**src/core/ccpg_pkg.sv**
```systemverilog
// package for the capture/compare power gate bank
package ccpg_pkg;
  localparam logic [11:0] CCPG_ADDR_DISABLE_CTRL = 12'h000;
  localparam logic [15:0] CCPG_DISABLE_CTRL_RESET = 16'h0000;
  localparam logic [15:0] CCPG_DISABLE_CTRL_WMASK = 16'hC303;
  localparam int CCPG_BIT_CAPTURE_EIGHT_OFF = 15;
  localparam int CCPG_BIT_CAPTURE_SEVEN_OFF = 14;
  localparam int CCPG_BIT_CAPTURE_TWO_OFF = 9;
  localparam int CCPG_BIT_CAPTURE_ONE_OFF = 8;
  localparam int CCPG_BIT_COMPARE_TWO_OFF = 1;
  localparam int CCPG_BIT_COMPARE_ONE_OFF = 0;
  localparam int CCPG_PIN_COUNT = 8;

  typedef struct packed {
    logic capture_eight_off;
    logic capture_seven_off;
    logic capture_two_off;
    logic capture_one_off;
    logic compare_two_off;
    logic compare_one_off;
  } ccpg_gate_type;
endpackage : ccpg_pkg

```
**src/core/ccpg_pin_share.sv**
```systemverilog
// pin sharing between a peripheral and a parallel port bit
module ccpg_pin_share
  import ccpg_pkg::*;
#(
  parameter int WIDTH = CCPG_PIN_COUNT
)
(
  input wire logic [WIDTH-1:0] periph_out,
  input wire logic [WIDTH-1:0] periph_drive,
  input wire logic [WIDTH-1:0] port_out,
  input wire logic [WIDTH-1:0] port_drive,
  input wire logic [WIDTH-1:0] pin_in,
  output logic [WIDTH-1:0] pin_out,
  output logic [WIDTH-1:0] pin_oe_n,
  output logic [WIDTH-1:0] periph_in
);
  genvar g;
  generate
    for (g = 0; g < WIDTH; g++)
    begin : g_pin
      // an active peripheral owns the driver; the port bit only fills in
      assign pin_out[g] = periph_drive[g] ? periph_out[g] : port_out[g];
      assign pin_oe_n[g] = ~(periph_drive[g] | port_drive[g]);
      // block loop-through: while the port alone drives the pin, the peripheral input reads 0
      assign periph_in[g] = (port_drive[g] & ~periph_drive[g]) ? 1'b0 : pin_in[g];
    end
  endgenerate
endmodule : ccpg_pin_share

```
**src/core/ccpg_bank.sv**
```systemverilog
// capture/compare power gate register bank with APB slave
// Function
// - bit 15 set disables capture unit eight
// - bit 14 set disables capture unit seven
// - bit 9 set disables capture unit two
// - bit 8 set disables capture unit one
// - bit 1 set disables compare unit two
// - general pins shared between peripherals and port
//
// The APB register port and the register addresses were chosen for this implementation.
module ccpg_bank
  import ccpg_pkg::*;
#(
  parameter int PIN_WIDTH = CCPG_PIN_COUNT
)
(
  input wire logic pclk,
  input wire logic presetn,
  input wire logic psel,
  input wire logic penable,
  input wire logic pwrite,
  input wire logic [11:0] paddr,
  input wire logic [31:0] pwdata,
  input wire logic [3:0] pstrb,
  output logic [31:0] prdata,
  output logic pready,
  output logic pslverr,
  output ccpg_pkg::ccpg_gate_type gate,
  input wire logic [PIN_WIDTH-1:0] periph_out,
  input wire logic [PIN_WIDTH-1:0] periph_drive,
  input wire logic [PIN_WIDTH-1:0] port_out,
  input wire logic [PIN_WIDTH-1:0] port_drive,
  input wire logic [PIN_WIDTH-1:0] pin_in,
  output logic [PIN_WIDTH-1:0] pin_out,
  output logic [PIN_WIDTH-1:0] pin_oe_n,
  output logic [PIN_WIDTH-1:0] periph_in
);
  import ccpg_pkg::*;

  logic [15:0] disable_ctrl;
  logic [PIN_WIDTH-1:0] pin_meta;
  logic [PIN_WIDTH-1:0] pin_sync;
  logic access;
  logic hit;

  function automatic logic addr_hit(input logic [11:0] a);
    addr_hit = (a == CCPG_ADDR_DISABLE_CTRL);
  endfunction : addr_hit

  assign access = psel & penable;
  assign hit = addr_hit(paddr);
  // zero wait states keeps the slave trivially predictable
  assign pready = 1'b1;
  assign pslverr = access & ~hit;

  always_ff @(posedge pclk or negedge presetn)
  begin
    if (!presetn)
      disable_ctrl <= CCPG_DISABLE_CTRL_RESET;
    else if (access && pwrite && hit)
    begin
      // unimplemented bits stay zero through the write mask
      if (pstrb[0])
        disable_ctrl[7:0] <= pwdata[7:0] & CCPG_DISABLE_CTRL_WMASK[7:0];
      if (pstrb[1])
        disable_ctrl[15:8] <= pwdata[15:8] & CCPG_DISABLE_CTRL_WMASK[15:8];
    end
  end

  always_ff @(posedge pclk or negedge presetn)
  begin
    if (!presetn)
      prdata <= 32'h00000000;
    else if (psel && !penable && !pwrite)
      prdata <= addr_hit(paddr) ? {16'h0000, disable_ctrl} : 32'h00000000;
  end

  always_ff @(posedge pclk or negedge presetn)
  begin
    if (!presetn)
    begin
      gate <= '0;
    end
    else
    begin
      gate.capture_eight_off <= disable_ctrl[CCPG_BIT_CAPTURE_EIGHT_OFF];
      gate.capture_seven_off <= disable_ctrl[CCPG_BIT_CAPTURE_SEVEN_OFF];
      gate.capture_two_off <= disable_ctrl[CCPG_BIT_CAPTURE_TWO_OFF];
      gate.capture_one_off <= disable_ctrl[CCPG_BIT_CAPTURE_ONE_OFF];
      gate.compare_two_off <= disable_ctrl[CCPG_BIT_COMPARE_TWO_OFF];
      gate.compare_one_off <= disable_ctrl[CCPG_BIT_COMPARE_ONE_OFF];
    end
  end

  // pins are asynchronous to pclk
  always_ff @(posedge pclk or negedge presetn)
  begin
    if (!presetn)
    begin
      pin_meta <= '0;
      pin_sync <= '0;
    end
    else
    begin
      pin_meta <= pin_in;
      pin_sync <= pin_meta;
    end
  end

  ccpg_pin_share #(
    .WIDTH(PIN_WIDTH)
  ) u_pin_share (
    .periph_out(periph_out),
    .periph_drive(periph_drive),
    .port_out(port_out),
    .port_drive(port_drive),
    .pin_in(pin_sync),
    .pin_out(pin_out),
    .pin_oe_n(pin_oe_n),
    .periph_in(periph_in)
  );
endmodule : ccpg_bank

```
**config.mk**
```make
export PLATFORM = sky130hd
export DESIGN_NAME = ccpg_bank
export DESIGN_NICKNAME = d
export VERILOG_FILES = /design/src/core/ccpg_pkg.sv /design/src/core/ccpg_pin_share.sv /design/src/core/ccpg_bank.sv
export SDC_FILE = /design/constraint.sdc
export NUM_CORES = 1
export LEC_CHECK = 0
export ABC_AREA = 0
export BUFFER_PORTS_ARGS = -buffer_cell sky130_fd_sc_hd__buf_2
export CORE_ASPECT_RATIO = 0.8
export CORE_MARGIN = 8
export CORE_UTILIZATION = 32
export DETAILED_ROUTE_END_ITERATION = 6
export GPL_TIMING_DRIVEN = 0
export HOLD_SLACK_MARGIN = 0.08
export MAX_ROUTING_LAYER = met4
export PLACE_DENSITY = 0.82
export SLEW_MARGIN = 20
export SYNTH_ARGS = -nofsm -noshare
export SYNTH_HDL_FRONTEND = slang
export SYNTH_SLANG_ARGS = --single-unit
```
**constraint.sdc**
```tcl
create_clock -name pclk -period 1.72 [get_ports pclk]
set_clock_uncertainty 0.15 [all_clocks]
set_input_delay 0.344 -clock pclk [delete_from_list [all_inputs] [get_ports pclk]]
set_output_delay 0.344 -clock pclk [all_outputs]
set_load 0.005 [all_outputs]
```
==> flow_summary.toml, run 1 <==
[critical_path]
cp-start-kind = "input port"
end_kind = "output pin"
cp_max_fo = 3
critPathKind = "input port to output pin"
crit_required_ps = 1230
crit_arrival_ps = 1390

[routing]
topRoutingLayerUsed = "met4"
wl_met3_um = 597
ant_nets = 0
route.met2.wl_um = 2090
routed_via_density = 4.05
wl_um = 4350
drtIter0Drc = 38
vias = 1339
wl_per_cell_um = 13.1
route.detailed.drc = 0
wl_met1_um = 1590
firstDrtPassIters = 3

[finish]
area_growth_pct = 59.6
finish.utilization_pct = 53.3
layout-drive-gt1-share_pct = 60.9
antennaDiodeCount = 0
finalNonFillerCells = 331
layout_common_cells = "buf_2, dfrtp_1, buf_4"
stdcell_area_sq_um = 2450
fin_nets = 364
layout_commonest_cell = "buf_2"

[clock_network]
clockBufferDepth = 2
clockRootBuffer = "clkbuf_8"
cts_tree = "built"
clock_sinks = 34
cts_made_buffers = 5
clk_pin_slew_ps = 60
insertion_delay_ps = 280
htreeDepth = 2

[die]
die_x_um = 93.4
dieArea_sq_um = 7280
num_rows = 22
die-height_um = 77.9
core_area_sq_um = 4600
start_util_pct = 33.4
ios = 157

[timing]
layout_min_cycle_time_ps = 1890
worstMarginPinSlew_ps = 741
setup_ws_ps = -167
max_freq_mhz = 530
rsz0062_at_grt = "true"
relSlewSlack_pct = 50.6
slew_viol_final = 0
setup_violations = 7
period_share_pct = 110
finalHoldViolCount = 0

[placed_design]
dp.cells = 311
dp_hpwl_um = 3570
portBuffers = 101
place_congestion = 0.831
placed_area_sq_um = 2210

[power]
powerDensity_nw_per_um2 = 665
vdd_drop_max_uv = 539
p_leak_nw = 1.44

[synth]
ys_warn_count = 0
yosysTopAreaCellShare_pct = 55.5
avgSynthCellArea_sq_um = 12.3
ys_ff_latch = 34
synth-seq-area-share_pct = 55.5
synthCells = 125
synth_area_leader_cell = "dfrtp_1"
yosysUniqueCellTypes = 18
synth.area.top_cells = "dfrtp_1, buf_4, mux2_2"
synthesis.area_sq_um = 1530

[global_routing]
grt_pass1_vias = 1437
grt_pass1_wl_um = 6600
grt.overflow.total = 0
grt_use_total_pct = 12.0
antenna_found_initial = 0
grt_start_max_net_pins = 35

[status]
violations = "setup timing"
status = "complete, but fails checks"

[job]
cap_violations = 0

[worst_hold_path]
hp-class = "input port to flip-flop"
[worst max-delay path, stage by stage]
cell and delay, ps:
buf_6 90, or4_4 570, nor3_4 220, nor2_1 50, buf_2 120
[worst paths after layout]
check	to	slack, ps	from	cells past startpoint
worst max register to register	prdata[1]	730	prdata[1]	2
worst min register to register	pin_sync[0]	200	pin_meta[0]	0
min in group asynchronous	disable_ctrl[15]	520	presetn	2
max in group asynchronous	gate[0]	430	presetn	2
worst max-delay path	pslverr	-170	paddr[10]	5
worst min-delay path	disable_ctrl[1]	140	pwdata[1]	2
[cell type report]
type / instances / area, sq um
Timing Repair Buffer: 114 / 642
Buffer: 28 / 206
Multi-Input combinational cell: 80 / 566
Fill cell: 408 / 2150
Tap cell: 60 / 75.1
Clock buffer: 5 / 68.8
Sequential cell: 34 / 851
Clock inverter: 2 / 10.0
Inverter: 8 / 30.0
[cells in the mapped netlist, drive strengths merged]
library cell and count:
dfrtp 34, buf 27, mux2 14, nor2 9
a21boi 8, inv 8, a31o 6, nor2b 6
or4 3, conb 2, nand4 2, nor4 2
clkbuf 1, nand2 1, nor3 1, nor3b 1
[power breakdown]
part	internal, mW	switching [mW]
Clock	0.271	0.267
Combinational	0.156	0.109
Sequential	0.819	0.00508
Total	1.25	0.381
[sequential cells by signal, summed over array words and instances (netlist names)]
name,flops
pin_sync,8
gate,6
disable_ctrl,6
pin_meta,8
prdata,6
[cell families (layout without fill, tap and decap cells)]
| group | count (synthesis) | count (layout) | share of synthesized area (%) |
|---|---|---|---|
| buf+inv | 36 | 157 | 15.4 |
| compound gates | 14 | 14 | 7.34 |
| flops | 34 | 34 | 55.5 |
| other cells | 2 | 27 | 0.490 |
| mux | 14 | 14 | 10.3 |
| simple gates | 25 | 25 | 11.0 |
[layer usage]
metal	track usage, %	vias up
li1	-	650
met1	11.4	595
met4	5.78	0
met2	20.0	87
met3	5.67	7
met5	-	-
[what timing repair did]
action	CTS	global route
resized for setup	7	1
hold endpoints to repair	42	0
endpoints found under the setup margin	5	7
hold buffers	9	0
pin swaps	5	1
setup buffers	3	1
[through the flow]
step	TNS, ps	setup WS (ps)	hold slack, ps	total power, mW
2_1_floorplan	-1160	-185	-102	0.943
3_3_place_gp	-3790	-507	181	1.08
3_5_place_dp	-3940	-498	186	1.08
4_1_cts	-396	-184	130	1.66
5_1_grt	-590	-204	133	1.73
6_report	-432	-167	142	1.63
Note: power is estimated with default switching activity, not from simulation.
==> run 2, diff against run 1 <==
- CORE_UTILIZATION: 32 -> 25
- PLACE_DENSITY: 0.82 -> 0.67
==> run 2 against run 1 <==
  * The flow still finishes with violations (setup timing)
  * Register-to-register slack is essentially flat
  * Design area grew 1.2%
  * Largest power group unchanged
  * Wire length is essentially flat
  * Sequential share of layout area shrank 0.40 points
  * Flip-flop and latch count is the same
  * Die area grew 22%
  * Critical endpoint unchanged
  * Worst setup slack lost 8.8 ps
  * Sequential power is essentially flat
==> flow_summary.toml, run 2 (synthesis results as in run 1) <==
[status]
status = "complete, but fails checks"
violations = "setup timing"

[global_routing]
grt.overflow.total = 0
grt_start_max_net_pins = 35
antenna_found_initial = 0
grt_pass1_wl_um = 7030
grt_pass1_vias = 1492
grt_use_total_pct = 10.0

[finish]
stdcell_area_sq_um = 2480
final.fill_count = 581
ff_latch_area_sq_um = 851
reg_top3 = "pin_meta (8), pin_sync (8)"
antennaDiodeCount = 0
area_growth_pct = 61.5
fin_nets = 363
finish.utilization_pct = 41.9
layout_commonest_cell = "buf_2"
multi_input_area_sq_um = 566
layout_common_cells = "buf_2, dfrtp_1, buf_4"
layout-drive-gt1-share_pct = 60.0

[timing]
setup_tns_ps = -330
rsz0062_at_grt = "true"
worstMarginPinSlew_ps = 734
period_share_pct = 110
slew_viol_final = 0
finalHoldViolCount = 0
setup_ws_ps = -176
layout_min_cycle_time_ps = 1900
relSlewSlack_pct = 51.1
setup_violations = 6
max_freq_mhz = 527

[routing]
routed_via_density = 3.86
firstDrtPassIters = 3
route.detailed.drc = 0
ant_nets = 0
drtIter0Drc = 19
wl_per_cell_um = 12.4
vias = 1354
wl_um = 4350

[placed_design]
dp_hpwl_um = 3550
placed_area_sq_um = 2240
place_congestion = 0.712
pre_cts_ws_ps = -496
portBuffers = 101

[power]
p_clk_share_pct = 32.8
p_sw_mw = 0.369
swShare_pct = 22.7
power_mw = 1.62
powerDensity_nw_per_um2 = 656
p_seq_share_pct = 50.7
power_frac_comb_pct = 16.5
p_int_mw = 1.26
p_leak_nw = 1.43
vdd_drop_max_uv = 445

[die]
ios = 157
dieArea_sq_um = 8910
core_area_sq_um = 5910
start_util_pct = 25.9
die_x_um = 104
num_rows = 25
die-height_um = 86.1

[critical_path]
cp_max_fo = 3
cp-start-kind = "input port"
crit_arrival_ps = 1400
crit_required_ps = 1230
end_kind = "output pin"
r2r_start = "prdata[15]"
critPathKind = "input port to output pin"
crit_start = "paddr[5]"

[job]
cap_violations = 0

[clock_network]
clockBufferDepth = 2
cts_tree = "built"
insertion_delay_ps = 280
clockRootBuffer = "clkbuf_8"
htreeDepth = 2
clk_pin_slew_ps = 60
clock_sinks = 34
cts_made_buffers = 5

[worst_hold_path]
hp-class = "input port to flip-flop"
hold_start = "pwdata[15]"
## run 2: cell count changes in the layout (fill, tap and decap cells not counted)
cell      change
buf_2         -2
buf_4         -1
buf_6         +2
clkbuf_1      +2
clkinv_2      -2
## run 2: metrics by stage
stage / instances / hold slack [ps]
3_5_place_dp: 332 / 187
2_1_floorplan: 150 / -102
3_3_place_gp: 332 / 182
4_1_cts: 350 / 132
5_1_grt: 351 / 137
6_report: 351 / 149
## run 2: final timing paths
kind                                          to  slack [ps]  depth (start not counted)
max in group asynchronous                gate[1]         440                          2
worst max register to register        prdata[15]         740                          2
worst max-delay path                     pslverr        -180                          5
worst min-delay path            disable_ctrl[15]         150                          2
worst min register to register       pin_sync[1]         200                          0
min in group asynchronous                gate[4]         510                          2
## run 2: timing repair
item,in CTS,in global routing
buffers inserted,2,1
endpoints found under the setup margin,7,7
pin swaps,5,5
hold buffers,9,0
hold endpoints to repair,42,0
gates resized for setup,7,3
## run 2: final cells by class
class | count | area share (%)
buffer | 28 | 8.33
clock buffer | 7 | 3.08
inverter | 8 | 1.21
multi-input combinational | 80 | 22.8
sequential | 34 | 34.3
tap | 81 | 4.09
timing repair buffer | 113 | 26.1
## run 2: metal layers
metal  global-route usage, %  wire, um  share of wire, %
met1                    10.2      1670                38
met2                    15.8      2070                48
met3                    6.07       564                13
met4                    3.19        43              0.99
met5                       -         0                 0
## run 2: power groups by stage
stage	Combinational [mW]	Sequential, mW	Clock, mW
after detailed placement	0.243	0.839	0
after CTS	0.264	0.825	0.564
after global routing	0.299	0.825	0.600
after floorplan	0.107	0.837	0
final	0.267	0.824	0.533
after global placement	0.238	0.838	0
## run 2: critical path, cell delays in order
cell and delay [ps]:
buf_6 90, or4_4 570, nor3_4 210, nor2_1 70, buf_2 130
==> run 3, diff against run 2 <==
- CELL_PAD_IN_SITES_DETAIL_PLACEMENT: default -> 0
- CELL_PAD_IN_SITES_GLOBAL_PLACEMENT: default -> 1
- CORE_UTILIZATION: 25 -> 22
- PLACE_DENSITY: 0.67 -> 0.82
- SKIP_CTS_REPAIR_TIMING: default -> 1
==> run 3 against run 2 <==
  * The flow still finishes with violations (setup timing)
  * Utilization shrank 4.4 points
  * Wire length shrank 0.44%
  * Sequential share of layout area shrank 1.1 points
  * Non-clock buffer count grew 3
==> flow_summary.toml, run 3 (synthesis results as in run 1) <==
[status]
status = "complete, but fails checks"
violations = "setup timing"

[power]
vdd_drop_max_uv = 461
power_mw = 1.82
p_leak_nw = 1.48
p_int_mw = 1.44
p_sw_mw = 0.378
powerDensity_nw_per_um2 = 712
swShare_pct = 20.8
p_clk_share_pct = 40.0
p_seq_share_pct = 45.2
power_frac_comb_pct = 14.7

[global_routing]
grt_pass1_wl_um = 6220
grt_use_total_pct = 7.91
grt.overflow.total = 0
grt_start_max_net_pins = 35
antenna_found_initial = 0
grt_pass1_vias = 1310

[routing]
route.detailed.drc = 0
ant_nets = 0
wl_per_cell_um = 12.0
drtIter0Drc = 25
vias = 1347
wl_um = 4330
firstDrtPassIters = 4
routed_via_density = 3.74

[timing]
layout_min_cycle_time_ps = 1890
rsz0062_at_grt = "true"
relSlewSlack_pct = 49.8
setup_tns_ps = -903
setup_violations = 7
finalHoldViolCount = 0
period_share_pct = 110
slew_viol_final = 0
finalHoldWorstSlack_ps = 150
worstMarginPinSlew_ps = 753
setup_ws_ps = -174
max_freq_mhz = 528

[placed_design]
pre_cts_ws_ps = -538
place_congestion = 0.726
placed_area_sq_um = 2250
dp_hpwl_um = 3500
portBuffers = 101

[critical_path]
setup.worst_path.end = "pslverr"
cp-start-kind = "input port"
rrSetupSlack_ps = 740
r2r-end = "prdata[15]"
cp_max_fo = 3
r2r_cells = 2
end_kind = "output pin"
crit_start = "paddr[10]"
crit_required_ps = 1230
crit_arrival_ps = 1400
r2r_start = "prdata[15]"
critPathKind = "input port to output pin"

[clock_network]
clockRootBuffer = "clkbuf_8"
clock_sinks = 34
insertion_delay_ps = 280
clockBufferDepth = 2
htreeDepth = 2
clk_pin_slew_ps = 70
cts_made_buffers = 5
cts_tree = "built"

[die]
core_area_sq_um = 6820
num_rows = 27
die-height_um = 90.7
die_x_um = 109
start_util_pct = 22.5
dieArea_sq_um = 9920
ios = 157

[finish]
stdcell_area_sq_um = 2560
fin_nets = 366
area_growth_pct = 66.6
layout_commonest_cell = "buf_2"
antennaDiodeCount = 0
layout-drive-gt1-share_pct = 61.2
reg_top3 = "pin_meta (8), pin_sync (8)"
layout_common_cells = "buf_2, dfrtp_1, buf_4"
final.fill_count = 679

[job]
cap_violations = 0

[worst_hold_path]
hp-class = "input port to flip-flop"
==> run 3: changes by cell type in the layout (fill, tap and decap cells not counted) <==
cell,before,now
buf_4,29,32
mux2_4,4,6
nor4_4,1,2
buf_2,97,99
buf_6,5,2
clkbuf_8,5,6
buf_12,0,1
bufinv_16,0,1
clkbuf_1,3,1
nor4_2,1,0
mux2_2,10,8
==> run 3: cell type report <==
| type | count | area [sq um] | area share [%] |
|---|---|---|---|
| sequential | 34 | 851 | 33.3 |
| clock buffer | 6 | 82.6 | 3.23 |
| timing repair buffer | 116 | 666 | 26.0 |
| tap | 87 | 109 | 4.26 |
| clock inverter | 1 | 30.0 | 1.17 |
| buffer | 28 | 206 | 8.08 |
| inverter | 8 | 30.0 | 1.17 |
| multi-input combinational | 80 | 582 | 22.8 |
==> run 3: worst min-delay path by stage <==
stage	startpoint	endpoint	cells past startpoint
floorplan	presetn	disable_ctrl[0]	0
finish	pwdata[14]	disable_ctrl[14]	2
global route	pwdata[9]	disable_ctrl[9]	2
detailed placement	pin_meta[4]	pin_sync[4]	0
global placement	pin_meta[6]	pin_sync[6]	0
CTS	presetn	gate[4]	1
==> run 3: metrics by stage <==
step | utilization [%] | instances
5_1_grt | 37.5 | 360
2_1_floorplan | - | 150
4_1_cts | 34.6 | 345
6_report | 37.5 | 360
3_5_place_dp | 32.9 | 338
3_3_place_gp | 32.9 | 338
==> run 3: power groups by stage <==
stage | Sequential [mW] | Combinational [mW] | Clock, mW
after floorplan | 0.837 | 0.107 | 0
after global placement | 0.838 | 0.239 | 0
after detailed placement | 0.838 | 0.243 | 0
after CTS | 0.823 | 0.244 | 0.756
after global routing | 0.825 | 0.299 | 0.796
final | 0.823 | 0.268 | 0.728
==> run 3: layer usage <==
layer / global-route usage [%] / part of all wire [%] / up-vias
met1: 8.60 / 38 / 598
met2: 12.8 / 46 / 90
li1: - / - / 659
met5: - / 0 / -
met3: 3.71 / 16 / 0
met4: 1.68 / 0 / 0
==> run 3: critical path, stage by stage <==
cell	delay, ps
buf_6	90
or4_4	550
nor3_4	230
nor2_1	60
buf_2	130
